$ cat config.mk
export PLATFORM = sky130hd
export DESIGN_NAME = asrc_ctrl
export DESIGN_NICKNAME = d
export VERILOG_FILES = /design/src/asrc_pkg.sv /design/src/asrc_timer.sv /design/src/asrc_ctrl.sv
export SDC_FILE = /design/constraint.sdc
export NUM_CORES = 1
export LEC_CHECK = 0
export ABC_CLOCK_PERIOD_IN_PS = 1700
export BUFFER_PORTS_ARGS = -buffer_cell sky130_fd_sc_hd__buf_2
export CAP_MARGIN = 10
export CORE_UTILIZATION = 42
export CTS_CLUSTER_SIZE = 30
export DETAILED_ROUTE_END_ITERATION = 12
export PLACE_DENSITY = 0.75
export SLEW_MARGIN = 20
export SYNTH_ARGS = -nofsm -noshare
export SYNTH_HDL_FRONTEND = slang
export SYNTH_SLANG_ARGS = --single-unit
$ cat constraint.sdc
create_clock -name clk -period 1.7 [get_ports clk]
set_input_delay 0.17 -clock clk [delete_from_list [all_inputs] [get_ports clk]]
set_output_delay 0.17 -clock clk [all_outputs]
set_load 0.03 [all_outputs]
$ cat src/asrc_pkg.sv
// Package: pin map, request carrier and timing counts for the split-I/O SRAM host controller
package asrc_pkg;
    localparam int ASRC_ADDR_W = 14;
    localparam int ASRC_DATA_W = 4;
    localparam int ASRC_DEPTH = 16384;
    localparam int ASRC_CLK_NS = 10;
    // Slowest grade figures, ns
    localparam int ASRC_ADDR_ACCESS_NS = 85;
    localparam int ASRC_GATE_ACCESS_NS = 35;
    localparam int ASRC_DESELECT_FLOAT_NS = 30;
    localparam int ASRC_STROBE_PULSE_NS = 45;
    localparam int ASRC_SELECT_PULSE_NS = 65;
    localparam int ASRC_DATA_SETUP_NS = 35;
    localparam int ASRC_ADDR_SETUP_END_NS = 65;
    localparam int ASRC_ADDR_HOLD_NS = 0;
    // Least times round up, at least one cycle
    localparam int ASRC_READ_CYC = (ASRC_ADDR_ACCESS_NS + ASRC_CLK_NS - 1) / ASRC_CLK_NS + 1;
    localparam int ASRC_FLOAT_CYC = (ASRC_DESELECT_FLOAT_NS + ASRC_CLK_NS - 1) / ASRC_CLK_NS;
    localparam int ASRC_SEL_CYC = (ASRC_SELECT_PULSE_NS + ASRC_CLK_NS - 1) / ASRC_CLK_NS;
    localparam int ASRC_STB_CYC = (ASRC_STROBE_PULSE_NS + ASRC_CLK_NS - 1) / ASRC_CLK_NS;
    localparam int ASRC_CNT_W = 5;
    localparam logic [ASRC_CNT_W-1:0] ASRC_CNT_ZERO = 5'h00;

    typedef struct packed {
        logic write;
        logic [ASRC_ADDR_W-1:0] addr;
        logic [ASRC_DATA_W-1:0] wdata;
    } asrc_req_t;

    typedef struct packed {
        logic chip_select_a_n;
        logic chip_select_b_n;
        logic write_strobe_n;
        logic output_gate_n;
        logic [ASRC_ADDR_W-1:0] addr;
        logic [ASRC_DATA_W-1:0] data_in;
    } asrc_pins_t;

    typedef enum logic [4:0] {
        ASRC_IDLE = 5'h01,
        ASRC_SETUP = 5'h02,
        ASRC_READ = 5'h04,
        ASRC_WRITE = 5'h08,
        ASRC_RECOVER = 5'h10
    } asrc_state_t;

    function automatic logic [ASRC_CNT_W-1:0] asrc_cyc(input int n);
        return ASRC_CNT_W'(n - 1);
    endfunction : asrc_cyc
endpackage : asrc_pkg

$ cat src/asrc_timer.sv
// Down counter that times the held read or write phase and the recovery phase of a memory cycle
`timescale 1ns/1ps
module asrc_timer
    import asrc_pkg::*;
(
    input wire logic clk,
    input wire logic rst_n,
    input wire logic load,
    input wire logic [ASRC_CNT_W-1:0] load_val,
    output logic done
);
    logic [ASRC_CNT_W-1:0] cnt_q;

    always_ff @(posedge clk) begin
        if (!rst_n) begin
            cnt_q <= ASRC_CNT_ZERO;
        end else if (load) begin
            cnt_q <= load_val;
        end else if (cnt_q != ASRC_CNT_ZERO) begin
            cnt_q <= cnt_q - 5'h01;
        end
    end

    // Not gated by load: the controller reloads on done, which would close a loop
    assign done = (cnt_q == ASRC_CNT_ZERO);
endmodule : asrc_timer

$ cat src/asrc_ctrl.sv
// Host controller driving a 16K x 4 asynchronous SRAM with split data pins
// What this block does
// - Host drives fourteen address lines selecting one word.
// - Read: address first, then both selects low, strobe high, wait access time.
// - Any select or strobe rising ends a write; host chooses strobe.
// - Host holds strobe and selects low together for 70 ns, covering 45 ns and 65 ns.
// - Host makes data valid 35 ns before write end, holds after.
// - Host sets address before write start, 65 ns before end, holds it.
// - Host keeps select or strobe high while address changes.
`timescale 1ns/1ps
module asrc_ctrl
    import asrc_pkg::*;
(
    input wire logic clk,
    input wire logic rst_n,
    input wire logic req_valid,
    input wire asrc_req_t req,
    output logic req_ready,
    output logic [ASRC_DATA_W-1:0] rd_data,
    output logic rd_valid,
    output logic wr_done,
    output asrc_pins_t pins,
    input wire logic [ASRC_DATA_W-1:0] data_out,
    input wire logic data_out_en
);
    asrc_state_t state_q;
    asrc_req_t req_q;
    asrc_pins_t pins_q;
    logic [ASRC_DATA_W-1:0] rd_data_q;
    logic rd_valid_q;
    logic wr_done_q;
    logic tmr_load;
    logic [ASRC_CNT_W-1:0] tmr_val;
    logic tmr_done;

    asrc_timer u_timer (
        .clk(clk),
        .rst_n(rst_n),
        .load(tmr_load),
        .load_val(tmr_val),
        .done(tmr_done)
    );

    assign req_ready = (state_q == ASRC_IDLE);
    assign pins = pins_q;
    assign rd_data = rd_data_q;
    assign rd_valid = rd_valid_q;
    assign wr_done = wr_done_q;

    always_comb begin
        tmr_load = 1'b0;
        tmr_val = ASRC_CNT_ZERO;
        unique case (state_q)
            ASRC_IDLE: begin
                tmr_load = req_valid;
                tmr_val = ASRC_CNT_ZERO;
            end
            ASRC_SETUP: begin
                tmr_load = 1'b1;
                // Select pulse covers the strobe pulse, data setup and address setup
                tmr_val = req_q.write ? asrc_cyc(ASRC_SEL_CYC)
                                      : asrc_cyc(ASRC_READ_CYC);
            end
            ASRC_READ, ASRC_WRITE: begin
                tmr_load = tmr_done;
                tmr_val = asrc_cyc(ASRC_FLOAT_CYC);
            end
            ASRC_RECOVER: begin
                tmr_load = 1'b0;
                tmr_val = ASRC_CNT_ZERO;
            end
        endcase
    end

    always_ff @(posedge clk) begin
        if (!rst_n) begin
            state_q <= ASRC_IDLE;
        end else begin
            unique case (state_q)
                ASRC_IDLE: if (req_valid) state_q <= ASRC_SETUP;
                ASRC_SETUP: state_q <= req_q.write ? ASRC_WRITE : ASRC_READ;
                ASRC_READ, ASRC_WRITE: if (tmr_done) state_q <= ASRC_RECOVER;
                ASRC_RECOVER: if (tmr_done) state_q <= ASRC_IDLE;
            endcase
        end
    end

    always_ff @(posedge clk) begin
        if (!rst_n) begin
            req_q <= '0;
        end else if (state_q == ASRC_IDLE && req_valid) begin
            req_q <= req;
        end
    end

    // Pins: address and data settle a cycle before any select or strobe falls
    always_ff @(posedge clk) begin
        if (!rst_n) begin
            pins_q <= '{chip_select_a_n: 1'b1, chip_select_b_n: 1'b1, write_strobe_n: 1'b1,
                        output_gate_n: 1'b1, addr: '0, data_in: '0};
        end else begin
            unique case (state_q)
                ASRC_IDLE: begin
                    if (req_valid) begin
                        pins_q.addr <= req.addr;
                        pins_q.data_in <= req.wdata;
                    end
                end
                ASRC_SETUP: begin
                    pins_q.chip_select_a_n <= 1'b0;
                    pins_q.chip_select_b_n <= 1'b0;
                    pins_q.write_strobe_n <= ~req_q.write;
                    pins_q.output_gate_n <= req_q.write;
                end
                ASRC_READ, ASRC_WRITE: begin
                    if (tmr_done) begin
                        // Strobe ends the write; selects rise with it, and data stays on the pins until the next request is taken
                        pins_q.write_strobe_n <= 1'b1;
                        pins_q.chip_select_a_n <= 1'b1;
                        pins_q.chip_select_b_n <= 1'b1;
                        pins_q.output_gate_n <= 1'b1;
                    end
                end
                ASRC_RECOVER: begin
                    pins_q.output_gate_n <= 1'b1;
                end
            endcase
        end
    end

    // Sample only at the end of the full access time, past any hold window
    always_ff @(posedge clk) begin
        if (!rst_n) begin
            rd_data_q <= '0;
            rd_valid_q <= 1'b0;
        end else begin
            rd_valid_q <= 1'b0;
            if (state_q == ASRC_READ && tmr_done && data_out_en) begin
                rd_data_q <= data_out;
                rd_valid_q <= 1'b1;
            end
        end
    end

    always_ff @(posedge clk) begin
        if (!rst_n) begin
            wr_done_q <= 1'b0;
        end else begin
            wr_done_q <= (state_q == ASRC_WRITE) && tmr_done;
        end
    end
endmodule : asrc_ctrl

Word-level counts from Yosys, hierarchy flattened
Index checks and enable logic that the tools add are counted.

Add/subtract/negate cells: 1. Equal/unequal tests: 8. Muxes and demuxes: 14. Bitwise operators: 1. Reductions and logical operators: 15.

Operator list (count): 5-bit two-way mux (5); 5-bit one-hot mux with 4 select lines (1); 5-bit one-hot mux with 3 select lines (1); 4-bit two-way mux (3); 2-bit != test, second input constant (3); 3-bit one-hot mux with 2 select lines (1); 2-bit AND reduction (3); 5-bit by 1-bit == test with 1-bit output, second input constant (1); 5-bit by 2-bit == test with 1-bit output, second input constant (1); 5-bit by 3-bit == test with 1-bit output, second input constant (1); 5-bit by 4-bit == test with 1-bit output, second input constant (1); 5-bit == test, second input constant (1); 5-bit logical NOT (1); 5-bit nonzero test (1); 5-bit by 1-bit subtractor with 5-bit output, second input constant (1); 1-bit logical AND (4); 1-bit one-hot mux with 4 select lines (1); 2-bit nonzero test (2); 2-bit OR reduction (2); 1-bit one-hot mux with 3 select lines (1); 3-bit AND reduction (1); 3-bit nonzero test (1); 1-bit two-way mux (1); 1-bit NOT (1).

Register bits after elaboration: 39. Input port bits: 27. Output and inout port bits: 29. Logic and storage cells: 51.

Logic depth before layout (Yosys ltp)
Gate-level depths: netlist of the first run.

Depth in word-level cells: 4. Mapped depth: 9. Gate-level depth less buffers: 6.

Hierarchy
A second synthesis of the first run with hierarchy kept.

Cells, all modules: 202. Area total of the unflattened synthesis: 1803.0 um^2.

By module, submodules not included: asrc_ctrl (instances 1, cells an instance 168, area an instance 1502.7 um^2, sequential area each 660.6 um^2); asrc_timer (instances 1, cells an instance 34, area an instance 300.3 um^2, sequential area each 100.1 um^2).

Least setup slack after synthesis of the first run
OpenSTA, ideal clock, no wires.

Path type: register -> register. Start point: reg state_q[1]. End point: reg pins_q, in the netlist pins[13]. Setup time: 71 ps. Data arrival time: 1713 ps. Required time: 1629 ps. Setup slack: -83 ps. Stages on the path, launching flop included: 10. Buffers on the path: 4. Period minus slack after synthesis: 1783 ps. Cells stage by stage: dfxtp_1 buf_2 nor2_1 and3_1 clkbuf_1 and2_1 buf_2 buf_2 nand2_1 a21oi_1.

Cells in the longest elaborated chain, start to end: 2.

Ends and longest elaborated chain: start, declared (RTL line asrc_ctrl.sv:26) `asrc_state_t state_q;`; start signal, assigned (RTL line asrc_ctrl.sv:81) `ASRC_SETUP: state_q <= req_q.write ? ASRC_WRITE : ASRC_READ;`; 5-bit by 1-bit == test with 1-bit output; named net req_ready (RTL line asrc_ctrl.sv:18) `output logic req_ready,`; 2-bit AND reduction (no source line); end signal, assigned (RTL line asrc_ctrl.sv:99) `pins_q <= '{chip_select_a_n: 1'b1, chip_select_b_n: 1'b1, write_strobe_n: 1'b1,`; end, declared (RTL line asrc_ctrl.sv:28) `asrc_pins_t pins_q;`.

The timed path passes the listed nets, and every way through them passes these cells. A chain may end at the register's enable or synchronous reset.

Worst setup path after layout of the first run
Start point: reg state_q[4]. End point: reg u_timer.cnt_q[0].

Cells in the longest elaborated chain, start to end: 4. Elaborated cells between the ends (all ways): 11. Those cells by class: eq/ne (5); mux (3); reduce/logical (3).

Ends and longest elaborated chain: 5-bit by 3-bit == test with 1-bit output (tied with other cells) (RTL line asrc_ctrl.sv:53) `unique case (state_q)`; 2-bit OR reduction, on equally long branches; 1-bit one-hot mux with 4 select lines or 5-bit one-hot mux with 3 select lines (tied branches) (RTL line asrc_ctrl.sv:53); 5-bit two-way mux or 2-bit nonzero test (tied branches); end signal, assigned (RTL line asrc_timer.sv:18) `cnt_q <= load_val;`; end signal, assigned (RTL line asrc_timer.sv:20) `cnt_q <= cnt_q - 5'h01;`; end, declared (RTL line asrc_timer.sv:12) `logic [ASRC_CNT_W-1:0] cnt_q;`.

Parallel ways exist; a longest one is shown, timed or not. The select of a mux whose other input is x is not followed.

==> summary.md, run 1 <==
| Metric | Value |
|---|---|
| Ratio of cells with drive above 1 in the final layout | 32.7% |
| Post-Syn Nets | 223 |
| Comb power frac | 23.5% |
| Net Sw Power | 665 µW |
| Final hold viol count | 0 |
| Outcome | finished clean |
| Cells along the critical path | or3_1 > a41o_1 > and2_4 > a211o_1 > a221oi_2 |
| DRC Markers | 0 |
| Largest net degree at the start of global routing | 20 |
| Root buffer cell | clkbuf_8 |
| Synth async-reset ratio | 0% |
| Internal power | 1480 µW |
| Nets | 290 |
| Initial DRC Count | 54 |
| Number of global-route vias before repair | 1389 |
| Sequential fraction of the synthesis area | 47.7% |
| Sw frac | 30.9% |
| WL final | 3700 µm |
| First-pass GRT wire length | 6040 µm |
| Unique masters post-synth | 34 |
| LEAKAGE | 0.000962 µW |
| Slew Viols, Final | 0 |
| Pwr dens | 1010 mW/mm² |
| Post-synth EDFFs | 0 |
| Num CTS Buffers | 5 |
| Cell Area, Synth | 0.00160 mm² |
| Combinational family with the most area after synthesis | simple AND/OR/NAND/NOR gates |
| H-tree Lvls | 2 |
| Yosys top cell area share | 47.7% |
| Synth Instances | 195 |
| Initial core utilization | 43.6% |
| Crit Path Max Fanout | 4 |
| CP startpoint kind | register |
| XOR/XNOR Fraction of Synth Area | 2.20% |
| HPWL after DPL | 2660 µm |
| Synth area leaders | dfxtp_1 (48%), nand2_1 (11%), a21oi_1 (8.2%), nor2_1 (3.8%), mux2i_1 (2.5%) |
| Die Y | 63.6 µm |
| # rows | 22 |
| GR Util All Layers | 19.3% |
| CTS tree | yes |
| Worst Clk Skew | 2.98 ps |
| RSZ-0062 raised after global routing | yes |
| Synth Flop Type | dfxtp_1 |
| Fin crit share | 99.9% |
| Compound-cell area share of the yosys netlist | 17.1% |
| Worst Path Buf+Inv | 0 |
| Critical setup path kind | reg2reg |
| Vias per cell | 5.06 |
| Clk_lat worst skew | 290 ps |
| Die area | 0.00405 mm² |
| YS warnings | 0 |
| Total of max-cap violations | 0 |
| CTS max path bufs | 2 |
| HP Class | in2reg |
| Crit end category | register |
| Grt ovf | 0 |
| Routed length per instance | 11.9 µm |
| Most frequent cells in the layout | buf_2 (55), nand2_1 (47), dfxtp_1 (37) |
| Area Growth Syn to Fin | 33.3% |
| Leading cell type in the layout, fill and taps excluded | buf_2 |
| Final Cell Area | 0.00213 mm² |
| Largest area contributor in the netlist | dfxtp_1 |
| Cts hold-fix bufs | 0 |
| Routed vias | 1575 |
| Seq pwr share | 46.3% |
| Synthesis-stage register bit count | 38 |
| CP peak stage delay | 360 ps |
| Worst slew margin | 74.4% |
| FMAX | 589 MHz |
| Post-Synth Simple-Gate Area | 24.5% |
| Clk slew on worst S/H paths | 70 ps |
| I/O pin count | 56 |
| Width of the die | 63.6 µm |
| Peak VDD IR | 0.711 mV |
| Setup TNS | 0 ps |
| Crit path required time | 1910 ps |
| Clock sink count | 38 |
| Crit path max-delay family | compound AO/OA/AOI/OAI gates |
| Adder and majority gate portion of the synthesized area | 0.784% |
| Core ar. | 0.00366 mm² |
| # setup viols final | 0 |
| Number of diodes | 0 |
| Placed Area | 0.00202 mm² |
| Initial antenna violation count | 0 |
| PortBufs | 55 |
| Mean Syn Cell Area | 8.18 µm² |
| WP data arrival | 1910 ps |
| Clk pwr share | 30.1% |
| Crit path max-delay cell type | or3_1 |
| Worst Max-Slew Pin Slew | 383 ps |
| Gpl congestion | 0.895 |
| DRT antenna net count | 0 |
| Total power | 2150 µW |
| Multiplexer area fraction after synthesis | 2.51% |
| DR pass1 iterations | 5 |
| Fin crit period | 1700 ps |
[state kept, by name, summed over array words and instances, names as in the netlist]
| signal | flops |
|---|---|
| rd_data | 4 |
| wr_done | 1 |
| req_q | 1 |
| u_timer.cnt_q | 5 |
| state_q | 5 |
| pins | 21 |
| rd_valid | 1 |
[cell usage after synthesis (3+ instances only)]
cell and n:
dfxtp_1 38, nor2_1 16, clkbuf_1 5, inv_1 5, nand2_1 47, xor2_1 3, o21ai_0 6, buf_2 4
nor3_1 4, nand3_1 5, mux2i_1 4, a21oi_1 26
[worst reg2reg max path, stage by stage (launching register included)]
cell	delay (ps)
dfxtp_1	310
or3_1	360
a41o_1	240
and2_4	180
a211o_1	280
a221oi_2	250
[path summary, 6_finish.rpt]
kind / from / endpoint / slack [ps] / depth (start not counted)
setup / recovery: state_q[4] / u_timer.cnt_q[0] / 0.9 / 5
hold / removal: req[15] / pins[15] / 110 / 3
setup reg to reg: state_q[4] / u_timer.cnt_q[0] / 0.9 / 5
hold reg to reg: pins[15] / pins[15] / 450 / 2
[timing repair]
item,CTS,global route
setup endpoints to repair,1,1
resized for setup,1,2
setup buffers,0,0
[area by class of cell]
cell class / count / area, µm²
clock buffer: 6 / 82.6
clock inverter: 2 / 12.5
fill: 357 / 1530
inverter: 5 / 18.8
multi-input combinational: 140 / 776
sequential: 38 / 762
tap: 48 / 60.1
timing repair buffer: 72 / 415
[power groups by stage]
| stage | sequential [µW] | clock, µW | combinational [µW] |
|---|---|---|---|
| finish | 995 | 647 | 506 |
| CTS | 993 | 660 | 504 |
| floorplan | 1070 | 0 | 273 |
| detailed placement | 1010 | 0 | 501 |
| global route | 1000 | 701 | 557 |
| global placement | 1010 | 0 | 494 |
[metal layers]
metal | up-vias | routed length, µm | GRT usage, %
met1 | 720 | 1590 | 23.1
met3 | 8 | 295 | 7.97
met2 | 56 | 1740 | 30.5
met4 | 0 | 63 | 7.67
li1 | 791 | - | -
met5 | - | 0 | 0
[logic make-up after synthesis]
group / count (synthesis)
AOI/OAI and AO/OA: 45
xor gates and xnor gates: 4
adders and majority gates: 1
buffers and inverters: 17
DFF: 38
muxes: 4
and+or+nand+nor: 86
[through the flow]
stage / util [%] / cells / hold slack, ps / setup WS [ps]
2_1_floorplan: - / 195 / 246 / -21.8
3_3_place_gp: 55.2 / 303 / 402 / 72.1
3_5_place_dp: 55.2 / 303 / 416 / 18.5
4_1_cts: 57.8 / 311 / 100 / 0.192
5_1_grt: 58.1 / 311 / 91.4 / -44.7
6_report: 58.1 / 311 / 107 / 0.861
Power figures use the tool's default switching activity.
==> inputs of run 2 (changes only) <==
- CELL_PAD_IN_SITES_DETAIL_PLACEMENT: not set -> 0
- CELL_PAD_IN_SITES_GLOBAL_PLACEMENT: not set -> 1
- CORE_UTILIZATION: 42 -> 31
- PLACE_DENSITY: 0.75 -> 0.76
==> run 2 against run 1 <==
First-iteration DRC count grew 15%. Power rose by 5.9%. Register-to-register slack hardly changed. Clock skew is 0.97 ps higher. Die area rose by 34%. Highest routed layer unchanged. Sequential power shrank 0.4%. Sequential cell count unchanged. Largest cell class unchanged. Clock power up 19%. Final cell count increased by 6.8%. Largest power group unchanged.
==> summary.md, run 2 (synthesized netlist as in run 1, its figures left out) <==
| Metric | Value |
|---|---|
| Outcome | finished clean |
| Critical setup path kind | reg2reg |
| CP startpoint kind | register |
| Comb power frac | 22.5% (-1.0 points) |
| Hold path depth | 3 (unchanged) |
| GRT met1 Usage | 19.3% (-3.8 points) |
| Setup WS pre-CTS | 23.8 ps (+5.31 ps) |
| Initial antenna violation count | 0 (unchanged) |
| H-tree Lvls | 2 (unchanged) |
| Total power | 2270 µW (+5.9%) |
| HP Class | in2reg |
| Nets | 293 (+1.0%) |
| Final hold viol count | 0 (unchanged) |
| Internal power | 1630 µW (+10%) |
| LEAKAGE | 0.000989 µW (+2.8%) |
| Vias per cell | 4.68 (-7.6%) |
| Leading cell type in the layout, fill and taps excluded | buf_2 |
| Peak VDD IR | 0.536 mV (-25%) |
| Routed vias | 1553 (-1.4%) |
| RSZ-0062 raised after global routing | yes |
| Gpl congestion | 0.820 (-8.4%) |
| Seq pwr share | 43.6% (-2.7 points) |
| Met2 Track Usage GR | 22.3% (-8.1 points) |
| DR pass1 iterations | 4 (-1) |
| Most used routing layer | met2 |
| Die area | 0.00544 mm² (+34%) |
| Clk_lat worst skew | 280 ps (about the same) |
| Worst slew margin | 66.7% (-7.7 points) |
| CTS max path bufs | 2 (unchanged) |
| Initial DRC Count | 62 (+15%) |
| I/O pin count | 56 (unchanged) |
| Met3 usage | 6.17% (-1.8 points) |
| Fin crit share | 99.1% (-0.82 points) |
| Core ar. | 0.00485 mm² (+32%) |
| Setup TNS | 0 ps (unchanged) |
| Largest net degree at the start of global routing | 20 (unchanged) |
| # setup viols final | 0 (unchanged) |
| FMAX | 593 MHz (+0.82%) |
| PortBufs | 55 (unchanged) |
| Clk pwr share | 34.0% (+3.9 points) |
| Net Sw Power | 642 µW (-3.4%) |
| Worst Max-Slew Pin Slew | 499 ps (+115 ps) |
| Area Growth Syn to Fin | 37.7% |
| Number of diodes | 0 (unchanged) |
| Number of global-route vias before repair | 1381 (-0.58%) |
| Total of max-cap violations | 0 (unchanged) |
| Worst setup margin | 14.8 ps (+13.9 ps) |
| Worst Clk Skew | 3.96 ps (+0.974 ps) |
| Pwr dens | 1040 mW/mm² (+2.5%) |
| Clock sink count | 38 (unchanged) |
| Util after Layout | 45.3% (-13 points) |
| Num CTS Buffers | 5 (unchanged) |
| Worst r2r path cells | 5 (unchanged) |
| DRC Markers | 0 (unchanged) |
| Crit Path Max Fanout | 4 (unchanged) |
| Width of the die | 73.7 µm (+16%) |
| Fin crit period | 1690 ps (-13.9 ps) |
| Slew Viols, Final | 0 (unchanged) |
| Routed length per instance | 11.1 µm (-6.5%) |
| Crit path required time | 1900 ps (about the same) |
| # rows | 25 (+14%) |
| Most frequent cells in the layout | buf_2 (55), nand2_1 (47), dfxtp_1 (37) |
| Root buffer cell | clkbuf_8 |
| CTS tree | yes |
| Cts hold-fix bufs | 0 (unchanged) |
| DRT antenna net count | 0 (unchanged) |
| Clk slew on worst S/H paths | 70 ps (about the same) |
| Grt ovf | 0 (unchanged) |
| Ratio of cells with drive above 1 in the final layout | 33.2% (+0.51 points) |
| HPWL after DPL | 2700 µm (+1.6%) |
| WL final | 3690 µm (-0.22%) |
| Die Y | 73.7 µm (+16%) |
| GR Util All Layers | 14.8% (-4.5 points) |
| R2R setup slack | 10 ps (about the same) |
| WP data arrival | 1880 ps (-30 ps) |
| First-pass GRT wire length | 6150 µm (+1.7%) |
| Sw frac | 28.2% (-2.7 points) |
| Crit end category | register |
| Initial core utilization | 32.9% (-11 points) |
| Hold WS | 118 ps (+11.1 ps) |
| Max FFs per register | 21 (unchanged) |
run 2: stage by stage:
stage	cell area, µm²	cells
6_report	2200	332
5_1_grt	2200	332
4_1_cts	2180	330
3_5_place_dp	2060	323
3_3_place_gp	2060	323
2_1_floorplan	1610	195
run 2: final cells by class:
class | instances | area (µm²)
Timing Repair Buffer | 75 | 450
Inverter | 5 | 18.8
Clock inverter | 1 | 30.0
Tap cell | 67 | 83.8
Clock buffer | 6 | 82.6
Multi-Input combinational cell | 140 | 769
Fill cell | 505 | 2650
Sequential cell | 38 | 762
run 2: layer usage:
metal / share of wire, % / wire length [µm]
met5: 0 / 0
met4: 0.84 / 31
met1: 48 / 1760
met2: 44 / 1620
met3: 7.5 / 275
run 2: worst paths after layout:
kind	startpoint	end
worst min register to register	pins[12]	pins[12]
worst min-delay path	req[10]	pins[10]
worst max-delay path	state_q[4]	u_timer.cnt_q[0]
worst max register to register	state_q[4]	u_timer.cnt_q[0]
run 2: what timing repair did:
item                                    CTS  global route
setup buffers                             0             2
gates resized for setup                   1             1
endpoints found under the setup margin    1             1
run 2: power groups by stage:
stage	registers [µW]	clock network (µW)	logic, µW
4_1_cts	990	795	512
6_report	991	772	511
3_3_place_gp	1010	0	512
3_5_place_dp	1010	0	510
2_1_floorplan	1070	0	273
5_1_grt	999	832	565
run 2: critical path, stage by stage (launching register included):
cell	delay [ps]
dfxtp_1	310
or3_1	370
a41o_1	240
and2_4	180
a211o_1	270
a221oi_2	230
